==> src/pkg/sbit_map.svh <==
// register offsets, field positions, reset values and prescaler divide exponents of the interval timer
`ifndef SBIT_MAP_SVH
`define SBIT_MAP_SVH

// ----------------------------------------------------------------
// register byte offsets
// ----------------------------------------------------------------
`define SBIT_OFS_GATE      8'h00
`define SBIT_OFS_MODE      8'h04
`define SBIT_OFS_CTRL      8'h08
`define SBIT_OFS_CMPL      8'h0c
`define SBIT_OFS_CMPH      8'h10
`define SBIT_OFS_CAPL      8'h14
`define SBIT_OFS_CAPH      8'h18
`define SBIT_OFS_SYS       8'h1c
`define SBIT_OFS_COUNT     8'h20

// ----------------------------------------------------------------
// field positions
// ----------------------------------------------------------------
`define SBIT_GATE_EN_BIT   0
`define SBIT_MODE_CK_LSB   0
`define SBIT_MODE_M_LSB    4
`define SBIT_CTRL_RUN_BIT  0
`define SBIT_CTRL_OVE_BIT  1
`define SBIT_CTRL_DBF_BIT  4
`define SBIT_CTRL_ACAP_BIT 5
`define SBIT_SYS_DV9_BIT   0
`define SBIT_SYS_SLOW_BIT  1

// ----------------------------------------------------------------
// reset values
// ----------------------------------------------------------------
`define SBIT_RST_CMP       16'hffff
`define SBIT_RST_CAP       8'hff
`define SBIT_RST_MODE      7'h00
`define SBIT_RST_CTRL      4'h0

// ----------------------------------------------------------------
// prescaler divide exponents
// ----------------------------------------------------------------
`define SBIT_DIV_00        10
`define SBIT_DIV_01        6
`define SBIT_DIV_10        2
`define SBIT_DIV_11        1
`define SBIT_DIV_SLOW      3

`endif

==> src/pkg/sbit_pkg.sv <==
// types of the interval timer
package sbit_pkg;

    typedef enum logic [1:0] {
        SBIT_CK_SLOWEST = 2'b00,
        SBIT_CK_DIV64   = 2'b01,
        SBIT_CK_DIV4    = 2'b10,
        SBIT_CK_DIV2    = 2'b11
    } sbit_clk_sel_t;

    typedef enum logic [1:0] {
        SBIT_BUS_IDLE = 2'b00,
        SBIT_BUS_RESP = 2'b01
    } sbit_bus_state_t;

endpackage : sbit_pkg

==> src/sbit_timer.sv <==
// sixteen-bit interval timer with AXI4-Lite register access
`timescale 1ns/1ps
`include "sbit_map.svh"

// Summary of operation
// - gate bit low stops all timer clocking
// - gate bit resets to zero
// - modes 000 and 001 select interval timing
// - run starts; mode and overflow writes blocked
// - clock select picks prescaled or slow source
// - counter increments once per source tick
// - match raises request, clears, keeps counting
// - clearing run halts and zeroes counter
// - low capture read latches high byte
// - stopped low read gives zero, clears high
// - capture enable active from start onward
// - run falling write keeps capture enable
// - low compare byte staged until high write
// - shadow enable bit turns buffering on
// - running shadow write loads at next match
// - buffered compare reads return shadow contents
// - stopped shadow write loads both at once
// - unbuffered compare write takes effect immediately
// - compare below count waits for wrap
module sbit_timer (
    // clock, reset, clock enable
    input  wire logic        ref_clk,
    input  wire logic        rst_b,
    input  wire logic        clkEn,
    // slow clock pin
    input  wire logic        slowClkPin,
    // axi4-lite write address
    input  wire logic [7:0]  s_axi_awaddr,
    input  wire logic        s_axi_awvalid,
    output logic             s_axi_awready,
    // axi4-lite write data
    input  wire logic [31:0] s_axi_wdata,
    input  wire logic [3:0]  s_axi_wstrb,
    input  wire logic        s_axi_wvalid,
    output logic             s_axi_wready,
    // axi4-lite write response
    output logic [1:0]       s_axi_bresp,
    output logic             s_axi_bvalid,
    input  wire logic        s_axi_bready,
    // axi4-lite read address
    input  wire logic [7:0]  s_axi_araddr,
    input  wire logic        s_axi_arvalid,
    output logic             s_axi_arready,
    // axi4-lite read data
    output logic [31:0]      s_axi_rdata,
    output logic [1:0]       s_axi_rresp,
    output logic             s_axi_rvalid,
    input  wire logic        s_axi_rready,
    // match request
    output logic             matchIrq
);

    // ----------------------------------------------------------------
    // reset release
    // ----------------------------------------------------------------
    logic rstMeta_q;
    logic rstSync_b;

    always_ff @(posedge ref_clk or negedge rst_b) begin
        if (!rst_b) begin
            rstMeta_q <= 1'b0;
            rstSync_b <= 1'b0;
        end else begin
            rstMeta_q <= 1'b1;
            rstSync_b <= rstMeta_q;
        end
    end

    // ----------------------------------------------------------------
    // register state
    // ----------------------------------------------------------------
    logic        gateEn_q;
    logic [6:0]  mode_q;
    logic        run_q;
    logic        ove_q;
    logic        dbf_q;
    logic        acap_q;
    logic        dv9_q;
    logic        slowMode_q;
    logic [7:0]  stage_q;
    logic [15:0] shadow_q;
    logic [15:0] cmp_q;
    logic [15:0] count_q;
    logic [7:0]  capHigh_q;
    logic        irq_q;

    // ----------------------------------------------------------------
    // bus write channel
    // ----------------------------------------------------------------
    logic       awHeld_q;
    logic       wHeld_q;
    logic [7:0] awAddr_q;
    logic [31:0] wData_q;
    logic [3:0] wStrb_q;
    logic       bValid_q;
    logic       awReady_q;
    logic       wReady_q;
    logic       wrFire;
    logic       awTake;
    logic       wTake;
    logic       bValid_d;

    // readies are registered copies of the next free state
    assign awTake   = s_axi_awvalid && awReady_q;
    assign wTake    = s_axi_wvalid && wReady_q;
    assign wrFire   = awHeld_q && wHeld_q && !bValid_q;
    assign bValid_d = wrFire || (bValid_q && !s_axi_bready);

    always_ff @(posedge ref_clk or negedge rstSync_b) begin
        if (!rstSync_b) begin
            awHeld_q <= 1'b0;
            wHeld_q  <= 1'b0;
            awAddr_q <= 8'h00;
            wData_q  <= 32'h0000_0000;
            wStrb_q  <= 4'h0;
            bValid_q <= 1'b0;
            awReady_q <= 1'b0;
            wReady_q  <= 1'b0;
        end else if (clkEn) begin
            awReady_q <= !bValid_d && !awHeld_q && !awTake;
            wReady_q  <= !bValid_d && !wHeld_q && !wTake;
            if (awTake) begin
                awHeld_q <= 1'b1;
                awAddr_q <= s_axi_awaddr;
            end
            if (wTake) begin
                wHeld_q <= 1'b1;
                wData_q <= s_axi_wdata;
                wStrb_q <= s_axi_wstrb;
            end
            if (wrFire) begin
                awHeld_q <= 1'b0;
                wHeld_q  <= 1'b0;
                bValid_q <= 1'b1;
            end else if (bValid_q && s_axi_bready) begin
                bValid_q <= 1'b0;
            end
        end
    end

    assign s_axi_awready = awReady_q;
    assign s_axi_wready  = wReady_q;
    assign s_axi_bvalid  = bValid_q;
    assign s_axi_bresp   = 2'b00;

    // write decode; only byte lane zero carries register data
    logic       lane0;
    logic       wrGate;
    logic       wrMode;
    logic       wrCtrl;
    logic       wrCmpL;
    logic       wrCmpH;
    logic       wrSys;
    logic [7:0] wByte;

    assign lane0  = wrFire && wStrb_q[0];
    assign wByte  = wData_q[7:0];
    assign wrGate = lane0 && awAddr_q == `SBIT_OFS_GATE;
    // until the gate is set, timer registers ignore writes
    assign wrMode = lane0 && gateEn_q && awAddr_q == `SBIT_OFS_MODE && !run_q;
    assign wrCtrl = lane0 && gateEn_q && awAddr_q == `SBIT_OFS_CTRL;
    assign wrCmpL = lane0 && gateEn_q && awAddr_q == `SBIT_OFS_CMPL;
    assign wrCmpH = lane0 && gateEn_q && awAddr_q == `SBIT_OFS_CMPH;
    assign wrSys  = lane0 && awAddr_q == `SBIT_OFS_SYS;

    // ----------------------------------------------------------------
    // bus read channel
    // ----------------------------------------------------------------
    logic        rValid_q;
    logic        arReady_q;
    logic [31:0] rData_q;
    logic [1:0]  rResp_q;
    logic        arTake;
    logic [7:0]  rdByte;
    logic        rdHit;
    logic        rdCapL;

    assign arTake = s_axi_arvalid && arReady_q;
    assign rdCapL = arTake && s_axi_araddr == `SBIT_OFS_CAPL && gateEn_q;
    assign rdHit  = s_axi_araddr == `SBIT_OFS_GATE || s_axi_araddr == `SBIT_OFS_MODE
                 || s_axi_araddr == `SBIT_OFS_CTRL || s_axi_araddr == `SBIT_OFS_CMPL
                 || s_axi_araddr == `SBIT_OFS_CMPH || s_axi_araddr == `SBIT_OFS_CAPL
                 || s_axi_araddr == `SBIT_OFS_CAPH || s_axi_araddr == `SBIT_OFS_SYS
                 || s_axi_araddr == `SBIT_OFS_COUNT;

    logic [15:0] cmpView;
    logic [7:0]  capLowView;

    assign cmpView    = dbf_q ? shadow_q : cmp_q;
    assign capLowView = run_q ? count_q[7:0] : 8'h00;

    // ctrl reads give bits 3 and 2 as zero
    always_comb begin
        unique case (s_axi_araddr)
            `SBIT_OFS_GATE:  rdByte = {7'h00, gateEn_q};
            `SBIT_OFS_MODE:  rdByte = {1'b0, mode_q};
            `SBIT_OFS_CTRL:  rdByte = {2'b00, acap_q, dbf_q, 2'b00, ove_q, run_q};
            `SBIT_OFS_CMPL:  rdByte = cmpView[7:0];
            `SBIT_OFS_CMPH:  rdByte = cmpView[15:8];
            `SBIT_OFS_CAPL:  rdByte = acap_q ? capLowView : 8'h00;
            `SBIT_OFS_CAPH:  rdByte = capHigh_q;
            `SBIT_OFS_SYS:   rdByte = {6'h00, slowMode_q, dv9_q};
            `SBIT_OFS_COUNT: rdByte = count_q[7:0];
            default:         rdByte = 8'h00;
        endcase
    end

    always_ff @(posedge ref_clk or negedge rstSync_b) begin
        if (!rstSync_b) begin
            rValid_q <= 1'b0;
            arReady_q <= 1'b0;
            rData_q  <= 32'h0000_0000;
            rResp_q  <= 2'b00;
        end else if (clkEn) begin
            arReady_q <= !arTake && !(rValid_q && !s_axi_rready);
            if (arTake) begin
                rValid_q <= 1'b1;
                rData_q  <= (s_axi_araddr == `SBIT_OFS_COUNT) ? {16'h0000, count_q}
                                                              : {24'h000000, rdByte};
                rResp_q  <= rdHit ? 2'b00 : 2'b10;
            end else if (rValid_q && s_axi_rready) begin
                rValid_q <= 1'b0;
            end
        end
    end

    assign s_axi_arready = arReady_q;
    assign s_axi_rvalid  = rValid_q;
    assign s_axi_rdata   = rData_q;
    assign s_axi_rresp   = rResp_q;

    // ----------------------------------------------------------------
    // control registers
    // ----------------------------------------------------------------
    logic newRun;
    logic runFall;
    logic modeTimer;

    assign modeTimer = mode_q[6:5] == 2'b00;
    assign newRun  = wByte[`SBIT_CTRL_RUN_BIT];
    assign runFall = wrCtrl && run_q && !newRun;

    always_ff @(posedge ref_clk or negedge rstSync_b) begin
        if (!rstSync_b) begin
            gateEn_q   <= 1'b0;
            mode_q     <= `SBIT_RST_MODE;
            run_q      <= 1'b0;
            ove_q      <= 1'b0;
            dbf_q      <= 1'b0;
            acap_q     <= 1'b0;
            dv9_q      <= 1'b0;
            slowMode_q <= 1'b0;
        end else if (clkEn) begin
            if (wrGate)
                gateEn_q <= wByte[`SBIT_GATE_EN_BIT];
            if (wrSys) begin
                dv9_q      <= wByte[`SBIT_SYS_DV9_BIT];
                slowMode_q <= wByte[`SBIT_SYS_SLOW_BIT];
            end
            if (wrMode)
                mode_q <= wByte[6:0];
            if (wrCtrl) begin
                run_q <= newRun && modeTimer;
                dbf_q <= wByte[`SBIT_CTRL_DBF_BIT];
                if (!run_q)
                    ove_q <= wByte[`SBIT_CTRL_OVE_BIT];
                if (!runFall)
                    acap_q <= wByte[`SBIT_CTRL_ACAP_BIT];
            end
        end
    end

    // ----------------------------------------------------------------
    // counting
    // ----------------------------------------------------------------
    logic slowRise;
    logic tick;
    logic match;

    sbit_sync u_slowSync (
        .ref_clk   (ref_clk),
        .rstSync_b (rstSync_b),
        .clkEn     (clkEn),
        .pinIn     (slowClkPin),
        .level     (),
        .rise      (slowRise)
    );

    sbit_prescaler u_prescaler (
        .ref_clk    (ref_clk),
        .rstSync_b  (rstSync_b),
        .clkEn      (clkEn),
        .gateEn     (gateEn_q),
        .running    (run_q),
        .clkSel     (mode_q[`SBIT_MODE_CK_LSB +: 2]),
        .dividerOpt (dv9_q),
        .slowMode   (slowMode_q),
        .slowTick   (slowRise),
        .tick       (tick)
    );

    // match is judged on the counted value, so a smaller compare waits for wrap
    assign match = tick && (count_q == cmp_q);

    always_ff @(posedge ref_clk or negedge rstSync_b) begin
        if (!rstSync_b) begin
            count_q <= 16'h0000;
            irq_q   <= 1'b0;
        end else if (clkEn && gateEn_q) begin
            irq_q <= match;
            if (!run_q || runFall)
                count_q <= 16'h0000;
            else if (match)
                count_q <= 16'h0000;
            else if (tick)
                count_q <= count_q + 16'h0001;
        end
    end

    assign matchIrq = irq_q;

    // ----------------------------------------------------------------
    // compare buffers and capture
    // ----------------------------------------------------------------
    logic [15:0] newCmp;

    assign newCmp = {wByte, stage_q};

    always_ff @(posedge ref_clk or negedge rstSync_b) begin
        if (!rstSync_b) begin
            stage_q   <= 8'hff;
            shadow_q  <= `SBIT_RST_CMP;
            cmp_q     <= `SBIT_RST_CMP;
            capHigh_q <= `SBIT_RST_CAP;
        end else if (clkEn && gateEn_q) begin
            if (wrCmpL)
                stage_q <= wByte;
            if (wrCmpH)
                shadow_q <= newCmp;
            // a pending shadow still lands when a running write meets a match
            if (wrCmpH && (!dbf_q || !run_q))
                cmp_q <= newCmp;
            else if (match && dbf_q)
                cmp_q <= shadow_q;
            if (rdCapL && acap_q)
                capHigh_q <= run_q ? count_q[15:8] : 8'h00;
        end
    end

endmodule : sbit_timer

==> src/sbit_prescaler.sv <==
// prescaler that turns the gear and slow clocks into one counting tick
`timescale 1ns/1ps
`include "sbit_map.svh"

module sbit_prescaler (
    // clock and reset
    input  wire logic       ref_clk,
    input  wire logic       rstSync_b,
    input  wire logic       clkEn,
    // control
    input  wire logic       gateEn,
    input  wire logic       running,
    input  wire logic [1:0] clkSel,
    input  wire logic       dividerOpt,
    input  wire logic       slowMode,
    input  wire logic       slowTick,
    // tick
    output logic            tick
);

    logic [9:0] div_q;
    logic       slowDivEdge;
    logic [2:0] slowCnt_q;
    logic       useSlow;
    logic       gearTick;

    // slow source: tick on every eighth slow edge
    assign slowDivEdge = slowTick && (slowCnt_q == 3'h7);
    assign useSlow     = slowMode || (dividerOpt && clkSel == sbit_pkg::SBIT_CK_SLOWEST);

    // gear exponent selects which carry of the divider ticks
    always_comb begin
        unique case (sbit_pkg::sbit_clk_sel_t'(clkSel))
            sbit_pkg::SBIT_CK_SLOWEST: gearTick = &div_q[`SBIT_DIV_00-1:0];
            sbit_pkg::SBIT_CK_DIV64:   gearTick = &div_q[`SBIT_DIV_01-1:0];
            sbit_pkg::SBIT_CK_DIV4:    gearTick = &div_q[`SBIT_DIV_10-1:0];
            sbit_pkg::SBIT_CK_DIV2:    gearTick = div_q[0];
        endcase
    end

    assign tick = gateEn && running && (useSlow ? slowDivEdge : gearTick);

    // divider held clear while stopped so the first interval is full
    always_ff @(posedge ref_clk or negedge rstSync_b) begin
        if (!rstSync_b) begin
            div_q     <= 10'h000;
            slowCnt_q <= 3'h0;
        end else if (clkEn && gateEn) begin
            div_q     <= running ? div_q + 10'h001 : 10'h000;
            if (!running)
                slowCnt_q <= 3'h0;
            else if (slowTick)
                slowCnt_q <= slowCnt_q + 3'h1;
        end
    end

endmodule : sbit_prescaler

==> src/sbit_sync.sv <==
// three-stage input synchroniser with agreement of the last two stages
`timescale 1ns/1ps

module sbit_sync (
    // clock and reset
    input  wire logic ref_clk,
    input  wire logic rstSync_b,
    input  wire logic clkEn,
    // pin in, clean level and rising event out
    input  wire logic pinIn,
    output logic      level,
    output logic      rise
);

    logic s1_q;
    logic s2_q;
    logic s3_q;
    logic level_q;
    logic agree;

    assign agree = (s2_q == s3_q);
    assign level = level_q;
    assign rise  = agree && s2_q && !level_q;

    always_ff @(posedge ref_clk or negedge rstSync_b) begin
        if (!rstSync_b) begin
            s1_q    <= 1'b0;
            s2_q    <= 1'b0;
            s3_q    <= 1'b0;
            level_q <= 1'b0;
        end else if (clkEn) begin
            s1_q <= pinIn;
            s2_q <= s1_q;
            s3_q <= s2_q;
            if (agree)
                level_q <= s2_q;
        end
    end

endmodule : sbit_sync

==> config.mk <==
export PLATFORM = sky130hd
export DESIGN_NAME = sbit_timer
export DESIGN_NICKNAME = d
export VERILOG_FILES = /design/src/pkg/sbit_pkg.sv /design/src/sbit_timer.sv /design/src/sbit_prescaler.sv /design/src/sbit_sync.sv
export VERILOG_INCLUDE_DIRS = /design/src /design/src/pkg
export SDC_FILE = /design/constraint.sdc
export NUM_CORES = 1
export LEC_CHECK = 0
export BUFFER_PORTS_ARGS = -buffer_cell sky130_fd_sc_hd__buf_4
export CAP_MARGIN = 40
export CORE_MARGIN = 1
export CORE_UTILIZATION = 60
export CTS_BUF_LIST = sky130_fd_sc_hd__clkbuf_4 sky130_fd_sc_hd__clkbuf_8
export DETAILED_ROUTE_END_ITERATION = 7
export PLACE_DENSITY = 0.86
export SLEW_MARGIN = 15
export SYNTH_ARGS = -nofsm -noshare
export SYNTH_HDL_FRONTEND = slang
export SYNTH_SLANG_ARGS = --single-unit
==> constraint.sdc <==
create_clock -name ref_clk -period 13.5 [get_ports ref_clk]
set_clock_uncertainty 0.2 [all_clocks]
set_input_delay 2.7 -clock ref_clk [delete_from_list [all_inputs] [get_ports ref_clk]]
set_output_delay 2.7 -clock ref_clk [all_outputs]
set_load 0.02 [all_outputs]
Word-level counts from Yosys, hierarchy flattened
Index checks and enable logic that the tools add are counted. W data, S select, Z words.

Output and inout bits: 42. Bits in registers: 156.

Add/sub/neg operators: 3. Mux-type cells: 25. Reduce and logical (&&, ||, !) cells: 98. Eq/ne operators: 20. Bitwise logic cells: 2.

Operator list (count): $mux W16 (7); $pmux W8 S8 (1); $eq A8 B5 Y1 const B (6); $logic_and A1 B1 Y1 (39); $reduce_and A2 Y1 (19); $eq A8 B4 Y1 const B (4); $mux W8 (3); $add A16 B1 Y16 const B (1); $eq A16 B16 Y1 (1); $eq A8 B3 Y1 const B (2); $logic_not A8 Y1 (2); $logic_not A1 Y1 (14); $logic_or A1 B1 Y1 (12); $add A10 B1 Y10 const B (1); $mux W10 (1); $reduce_and A10 Y1 (1); $reduce_bool A2 Y1 (5); $mux W1 (9); $eq A8 B6 Y1 const B (1); $mux W3 (2); $reduce_and A3 Y1 (2); $reduce_and A6 Y1 (1); $eq A2 B2 Y1 const B (2); $logic_not A2 Y1 (2); other kinds (9) (10).

Longest topological paths before layout
Depth after elaboration: 10. Gate-level depth with buffers: 10. Depth with buffers taken out: 8.

By module
A second synthesis with hierarchy kept.

Cells, all modules: 680. Area, all modules: 7325.8 sq um.

Modules (own cells, without submodules): sbit_timer (area an instance 6346.1 sq um, cells an instance 584, seq. area each 3113.0 sq um, instances 1); sbit_prescaler (area an instance 805.8 sq um, cells an instance 85, seq. area each 325.3 sq um, instances 1); sbit_sync (area an instance 173.9 sq um, cells an instance 11, seq. area each 100.1 sq um, instances 1).

Least setup slack after synthesis
Ideal clock, no wire load.

Path type: in2reg. Start: in s_axi_araddr[1]. End: reg capHigh_q[6]. Arrival time: 4.358 ns. Setup time: 0.072 ns. Required time: 13.228 ns. Stages on the path: 7. Slack: 8.870 ns. Cells stage by stage: or2_1 -> clkbuf_1 -> or3_1 -> nor4_2 -> buf_2 -> nand3_1 -> o21ai_1.

Longest elaborated chain between the ends: 5.

Ends and longest elaborated chain: start, declared (RTL line sbit_timer.sv:46) `input wire logic [7:0] s_axi_araddr,`; $eq A8 B5 Y1; $logic_and A1 B1 Y1 (no line); $logic_and A1 B1 Y1 (RTL line sbit_timer.sv:184) `` assign rdCapL = arTake && s_axi_araddr == `SBIT_OFS_CAPL && gateEn_q; ``; $logic_and A1 B1 Y1 (RTL line sbit_timer.sv:350) `if (rdCapL && acap_q)`; $reduce_and A2 Y1 (no line); end signal, assigned (RTL line sbit_timer.sv:339) `` capHigh_q <= `SBIT_RST_CAP; ``; end signal, assigned (RTL line sbit_timer.sv:351) `capHigh_q <= run_q ? count_q[15:8] : 8'h00;`; end, declared (RTL line sbit_timer.sv:89) `logic [7:0] capHigh_q;`.

No other way between the ends. A chain may end at the register's enable or synchronous reset.

Final worst setup path
Start: in clkEn. End: reg cmp_q[1].

Longest elaborated chain between the ends: 2.

Ends and longest elaborated chain: start, declared (RTL line sbit_timer.sv:29) `input wire logic clkEn,`; $logic_and A1 B1 Y1 (RTL line sbit_timer.sv:340) `end else if (clkEn && gateEn_q) begin`; $reduce_and A2 Y1 (no line); end signal, assigned (RTL line sbit_timer.sv:338) `` cmp_q <= `SBIT_RST_CMP; ``; end signal, assigned (RTL line sbit_timer.sv:347) `cmp_q <= newCmp;`; end signal, assigned (RTL line sbit_timer.sv:349) `cmp_q <= shadow_q;`; end, declared (RTL line sbit_timer.sv:87) `logic [15:0] cmp_q;`.

No other way between the ends.

==> impl_results.html <==
<table>
<tr><th>Metric</th><th>Value</th></tr>
<tr><th colspan="2">Flow run</th></tr>
<tr><td>Max-cap check violation count</td><td>0</td></tr>
<tr><th colspan="2">Clocking</th></tr>
<tr><td>Number of buffers added by the clock tree synthesis step</td><td>17</td></tr>
<tr><td>Setup bufs post-CTS</td><td>0</td></tr>
<tr><td>Count of instances resized after the clock tree is built</td><td>0</td></tr>
<tr><td>Number of hold buffers added after CTS</td><td>0</td></tr>
<tr><td>Max Root-Sink Buffers</td><td>2</td></tr>
<tr><td>Root Driver</td><td>sky130_fd_sc_hd__clkbuf_8</td></tr>
<tr><td>Clk_lat worst skew</td><td>around 0.45 ns</td></tr>
<tr><td>Clock tree from TritonCTS</td><td>done</td></tr>
<tr><td>Clock-pin slew on the worst setup and hold paths</td><td>0.08 ns</td></tr>
<tr><td># clock sinks</td><td>approximately 140</td></tr>
<tr><td>H-tree Lvls</td><td>4</td></tr>
<tr><th colspan="2">Logic synthesis</th></tr>
<tr><td>Combinational family with the most area after synthesis</td><td>simple AND/OR/NAND/NOR gates</td></tr>
<tr><td>Cell taking the most area after synthesis</td><td>sky130_fd_sc_hd__dfrtp_1</td></tr>
<tr><td>Share of synthesized area spent on multiplexers</td><td>between 10% and 20%</td></tr>
<tr><td>Area share of the largest cell type after synthesis</td><td>roughly a third</td></tr>
<tr><td>Share of flip-flops with an asynchronous set or reset after synthesis</td><td>between 90% and 100%</td></tr>
<tr><td>Count of flip-flops with a built-in enable after synthesis</td><td>0</td></tr>
<tr><td>Warning count from the yosys run</td><td>0</td></tr>
<tr><td>Compound-gate portion of the synthesized area</td><td>between 10% and 20%</td></tr>
<tr><td>Largest cells by area after synthesis</td><td>sky130_fd_sc_hd__dfrtp_1 32%, sky130_fd_sc_hd__dfstp_2 18%, sky130_fd_sc_hd__mux2_2 5.2%, sky130_fd_sc_hd__mux2_1 4.1%, sky130_fd_sc_hd__nand2_1 4.1%</td></tr>
<tr><td>Post-synthesis share of cell area spent on xor and xnor gates</td><td>under 10%</td></tr>
<tr><td>Synthesized-area fraction occupied by and/or/nand/nor cells</td><td>15.14%</td></tr>
<tr><td>Post-Synthesis Cells</td><td>690</td></tr>
<tr><td>Mean cell area of the mapped netlist</td><td>around 10 um2</td></tr>
<tr><td>Number of register bits inferred by synthesis</td><td>roughly 140</td></tr>
<tr><td>Primary flip-flop cell chosen by synthesis mapping</td><td>sky130_fd_sc_hd__dfrtp_1</td></tr>
<tr><td>Post-Synthesis Cell Area</td><td>7106 um2</td></tr>
<tr><td>Netlist cell types</td><td>around 70</td></tr>
<tr><td>Adder-cell area share of the yosys netlist</td><td>less than 1%</td></tr>
<tr><td>Sequential fraction of the synthesis area</td><td>around half</td></tr>
<tr><th colspan="2">Route</th></tr>
<tr><td>Routed wire length</td><td>16730 um</td></tr>
<tr><td>Drt first pass iters</td><td>5</td></tr>
<tr><td>Vias after detailed routing</td><td>between 5000 and 6000</td></tr>
<tr><td>Violation count after the first detailed-route iteration</td><td>between 400 and 500</td></tr>
<tr><td>Via/cell ratio</td><td>6.241</td></tr>
<tr><td>Mean routed wirelength per cell</td><td>roughly 19 um</td></tr>
<tr><td>DRC errors left</td><td>0</td></tr>
<tr><td>Post-detailed-route count of antenna-violating nets</td><td>0</td></tr>
<tr><th colspan="2">Critical path</th></tr>
<tr><td>CP required</td><td>13.65 ns</td></tr>
<tr><td>Critical path startpoint category</td><td>input pin</td></tr>
<tr><td>RR Startpoint</td><td>u_prescaler.div_q[0]</td></tr>
<tr><td>Cell depth of the worst flop-to-flop path</td><td>7</td></tr>
<tr><td>CP startpoint</td><td>clkEn</td></tr>
<tr><td>Crit path arrival time</td><td>approximately 4.9 ns</td></tr>
<tr><td>CP Max Fanout</td><td>20</td></tr>
<tr><td>Start-to-end type of the worst setup path</td><td>input pin to flip-flop</td></tr>
<tr><td>Endpoint kind of the worst setup timing path</td><td>flip-flop</td></tr>
<tr><td>Flop-to-flop setup slack</td><td>10.37 ns</td></tr>
<tr><td>Worst reg2reg endpoint</td><td>cmp_q[1]</td></tr>
<tr><td>Cell-by-cell trace of the critical path</td><td>buf_4 &gt; nand2_1 &gt; a2111o_1 &gt; and2_1 &gt; a21oi_1</td></tr>
<tr><td>Highest-delay cell along the critical path</td><td>sky130_fd_sc_hd__and2_1</td></tr>
<tr><td>Crit path largest cell delay</td><td>just under 0.8 ns</td></tr>
<tr><th colspan="2">Floorplanning</th></tr>
<tr><td>Placeable core region</td><td>around 11000 um2</td></tr>
<tr><td>Die area</td><td>roughly 12000 um2</td></tr>
<tr><td>Initial core utilization</td><td>about 62%</td></tr>
<tr><td>Cell Rows</td><td>39</td></tr>
<tr><td>Chip Width</td><td>between 100 and 150 um</td></tr>
<tr><td>Vert. Die Dim</td><td>between 100 and 150 um</td></tr>
<tr><td>I/O pin count</td><td>103</td></tr>
<tr><th colspan="2">Hold path</th></tr>
<tr><td>Hold Path End</td><td>rstSync_b</td></tr>
<tr><td>Worst hold path depth</td><td>0</td></tr>
<tr><td>Class of the most critical hold timing path</td><td>flip-flop to flip-flop</td></tr>
<tr><td>Start point of the worst min-delay path</td><td>rstMeta_q</td></tr>
<tr><th colspan="2">STA</th></tr>
<tr><td>Post-route minimum period</td><td>roughly 4.8 ns</td></tr>
<tr><td>Setup repair after global routing missed its margin</td><td>no</td></tr>
<tr><td>Count of final max-slew check failures</td><td>0</td></tr>
<tr><td>Worst slew pin tran</td><td>approximately 0.86 ns</td></tr>
<tr><td>Final worst-path cycle share</td><td>a little over a third</td></tr>
<tr><td>Slew headroom</td><td>between 40% and 50%</td></tr>
<tr><td>Achievable Freq</td><td>about 0.21 GHz</td></tr>
<tr><td>TNS Setup</td><td>0 ns</td></tr>
<tr><td>Fin. Hold Viols</td><td>0</td></tr>
<tr><td>Number of setup violations in the final report</td><td>0</td></tr>
<tr><th colspan="2">Global route</th></tr>
<tr><td>Grt total ovfl</td><td>0</td></tr>
<tr><td>First-pass GRT wire length</td><td>28460 um</td></tr>
<tr><td>Largest net degree at the start of global routing</td><td>between 60 and 70</td></tr>
<tr><td>Via count of the first global-routing pass</td><td>approximately 5700</td></tr>
<tr><td>GRT Resource Usage Total</td><td>slightly below 30%</td></tr>
<tr><td>Number of antenna violations at the first check in global routing</td><td>0</td></tr>
<tr><th colspan="2">Finish</th></tr>
<tr><td>Util after Layout</td><td>69.85%</td></tr>
<tr><td>Diodes inserted</td><td>0</td></tr>
<tr><td>Most frequent cells in the layout</td><td>90 x sky130_fd_sc_hd__dfrtp_1, 77 x sky130_fd_sc_hd__nand2_1, 61 x sky130_fd_sc_hd__buf_4, 48 x sky130_fd_sc_hd__dfstp_2, 36 x sky130_fd_sc_hd__nand3_1</td></tr>
<tr><td>Signed area change from the synthesized netlist to the final layout</td><td>12.73%</td></tr>
<tr><td>Most common cell after layout, fill and taps aside</td><td>sky130_fd_sc_hd__dfrtp_1</td></tr>
<tr><td>Proportion of layout cells with a drive suffix above 1</td><td>between 20% and 30%</td></tr>
<tr><td>Count of non-filler cells in the finished layout</td><td>just under 900</td></tr>
<tr><td>Total number of nets in the final design</td><td>~800</td></tr>
<tr><th colspan="2">Placed design</th></tr>
<tr><td># placed instances</td><td>approximately 860</td></tr>
<tr><td>Count of port buffers added during placement</td><td>56</td></tr>
<tr><td>Post-DP HPWL</td><td>approximately 12000 um</td></tr>
<tr><td>Weighted congestion reported at the end of routability-driven placement</td><td>a little over 0.9</td></tr>
<tr><th colspan="2">Run status</th></tr>
<tr><td>Run status</td><td>completed</td></tr>
<tr><th colspan="2">Power and ir drop</th></tr>
<tr><td>Maximum vdd drop</td><td>about 0.11 mV</td></tr>
<tr><td>Pwr Density</td><td>130.1 nW/um2</td></tr>
<tr><td>Leakage power total</td><td>about 0.0037 uW</td></tr>
</table>
cells in the mapped netlist, drive strengths merged (3+ instances only):
library cell,number
a211oi,5
a21oi,26
a221oi,8
a22oi,6
a2bb2oi,8
a31oi,5
and2,3
and3,4
buf,26
clkbuf,30
dfrtp,91
dfstp,48
ha,5
inv,33
mux2,59
mux2i,10
nand2,77
nand2b,8
nand3,37
nand4,14
nor2,30
nor2b,4
nor3,7
nor4,9
o21ai,39
o22a,3
o22ai,22
o31ai,14
or2,3
or3,4
xor2,19
kinds of logic after synthesis:
group	count (synthesis)
multiplexers	69
AO/OA/AOI/OAI	154
XOR/XNOR	19
other	2
buffers and inverters	89
AND/OR/NAND/NOR	213
adder cells (fa/ha/maj)	5
flip-flops	139
routing by layer:
metal / track usage [%] / up-vias / share of wire (%)
li1: - / 2541 / -
met5: 0 / - / 0
met3: 6.998 / 40 / 7.1
met2: 46.58 / 248 / 50
met1: 38.09 / 2738 / 41
met4: 13.78 / 0 / 2.8
through the flow:
step                cell area, um2  hold slack, ns  power, uW  setup slack [ns]
floorplan                     7173          0.1312      612.7             8.870
global placement              7490          0.1419      656.7             8.278
detailed placement            7545          0.1458      671.2             8.295
CTS                           7984          0.1632       1043             8.787
global route                  8010          0.1689       1084             8.605
finish                        8010          0.1557       1042             8.739
worst max-delay path: cells and delay by family:
family / cells / cell delay [ns]
compound gates: 2 / 0.74
simple gates: 2 / 1.28
buf+inv: 1 / 0.19
area by class of cell:
class,count,area (um2)
timing repair buffer,65,516.7
clock inverter,13,190.2
fill,810,3457
multi-input combinational,480,3209
sequential,139,3542
inverter,33,123.9
clock buffer,19,249.0
tap,143,178.9
worst max-delay path by stage:
stage,endpoint,slack (ns),cells after the start
floorplan,capHigh_q[6],8.87,7
global placement,count_q[7],8.28,6
detailed placement,cmp_q[0],8.30,5
CTS,cmp_q[0],8.79,5
global route,cmp_q[15],8.60,5
finish,cmp_q[1],8.74,5
sequential cells by signal, summed over array words and instances, names as in the netlist, 3 cells and up:
register               count
stage_q                    8
u_prescaler.slowCnt_q      3
mode_q                     7
count_q                   16
awAddr_q                   8
shadow_q                  16
wData_q                    8
s_axi_rdata               16
u_prescaler.div_q         10
capHigh_q                  8
cmp_q                     16
power by group:
group	switching [uW]	leakage (uW)	internal (uW)
combinational	72.5	0.00183	69.9
clock	167	0.000212	207
sequential	64.1	0.00163	462
Power figures use the tool's default switching activity.
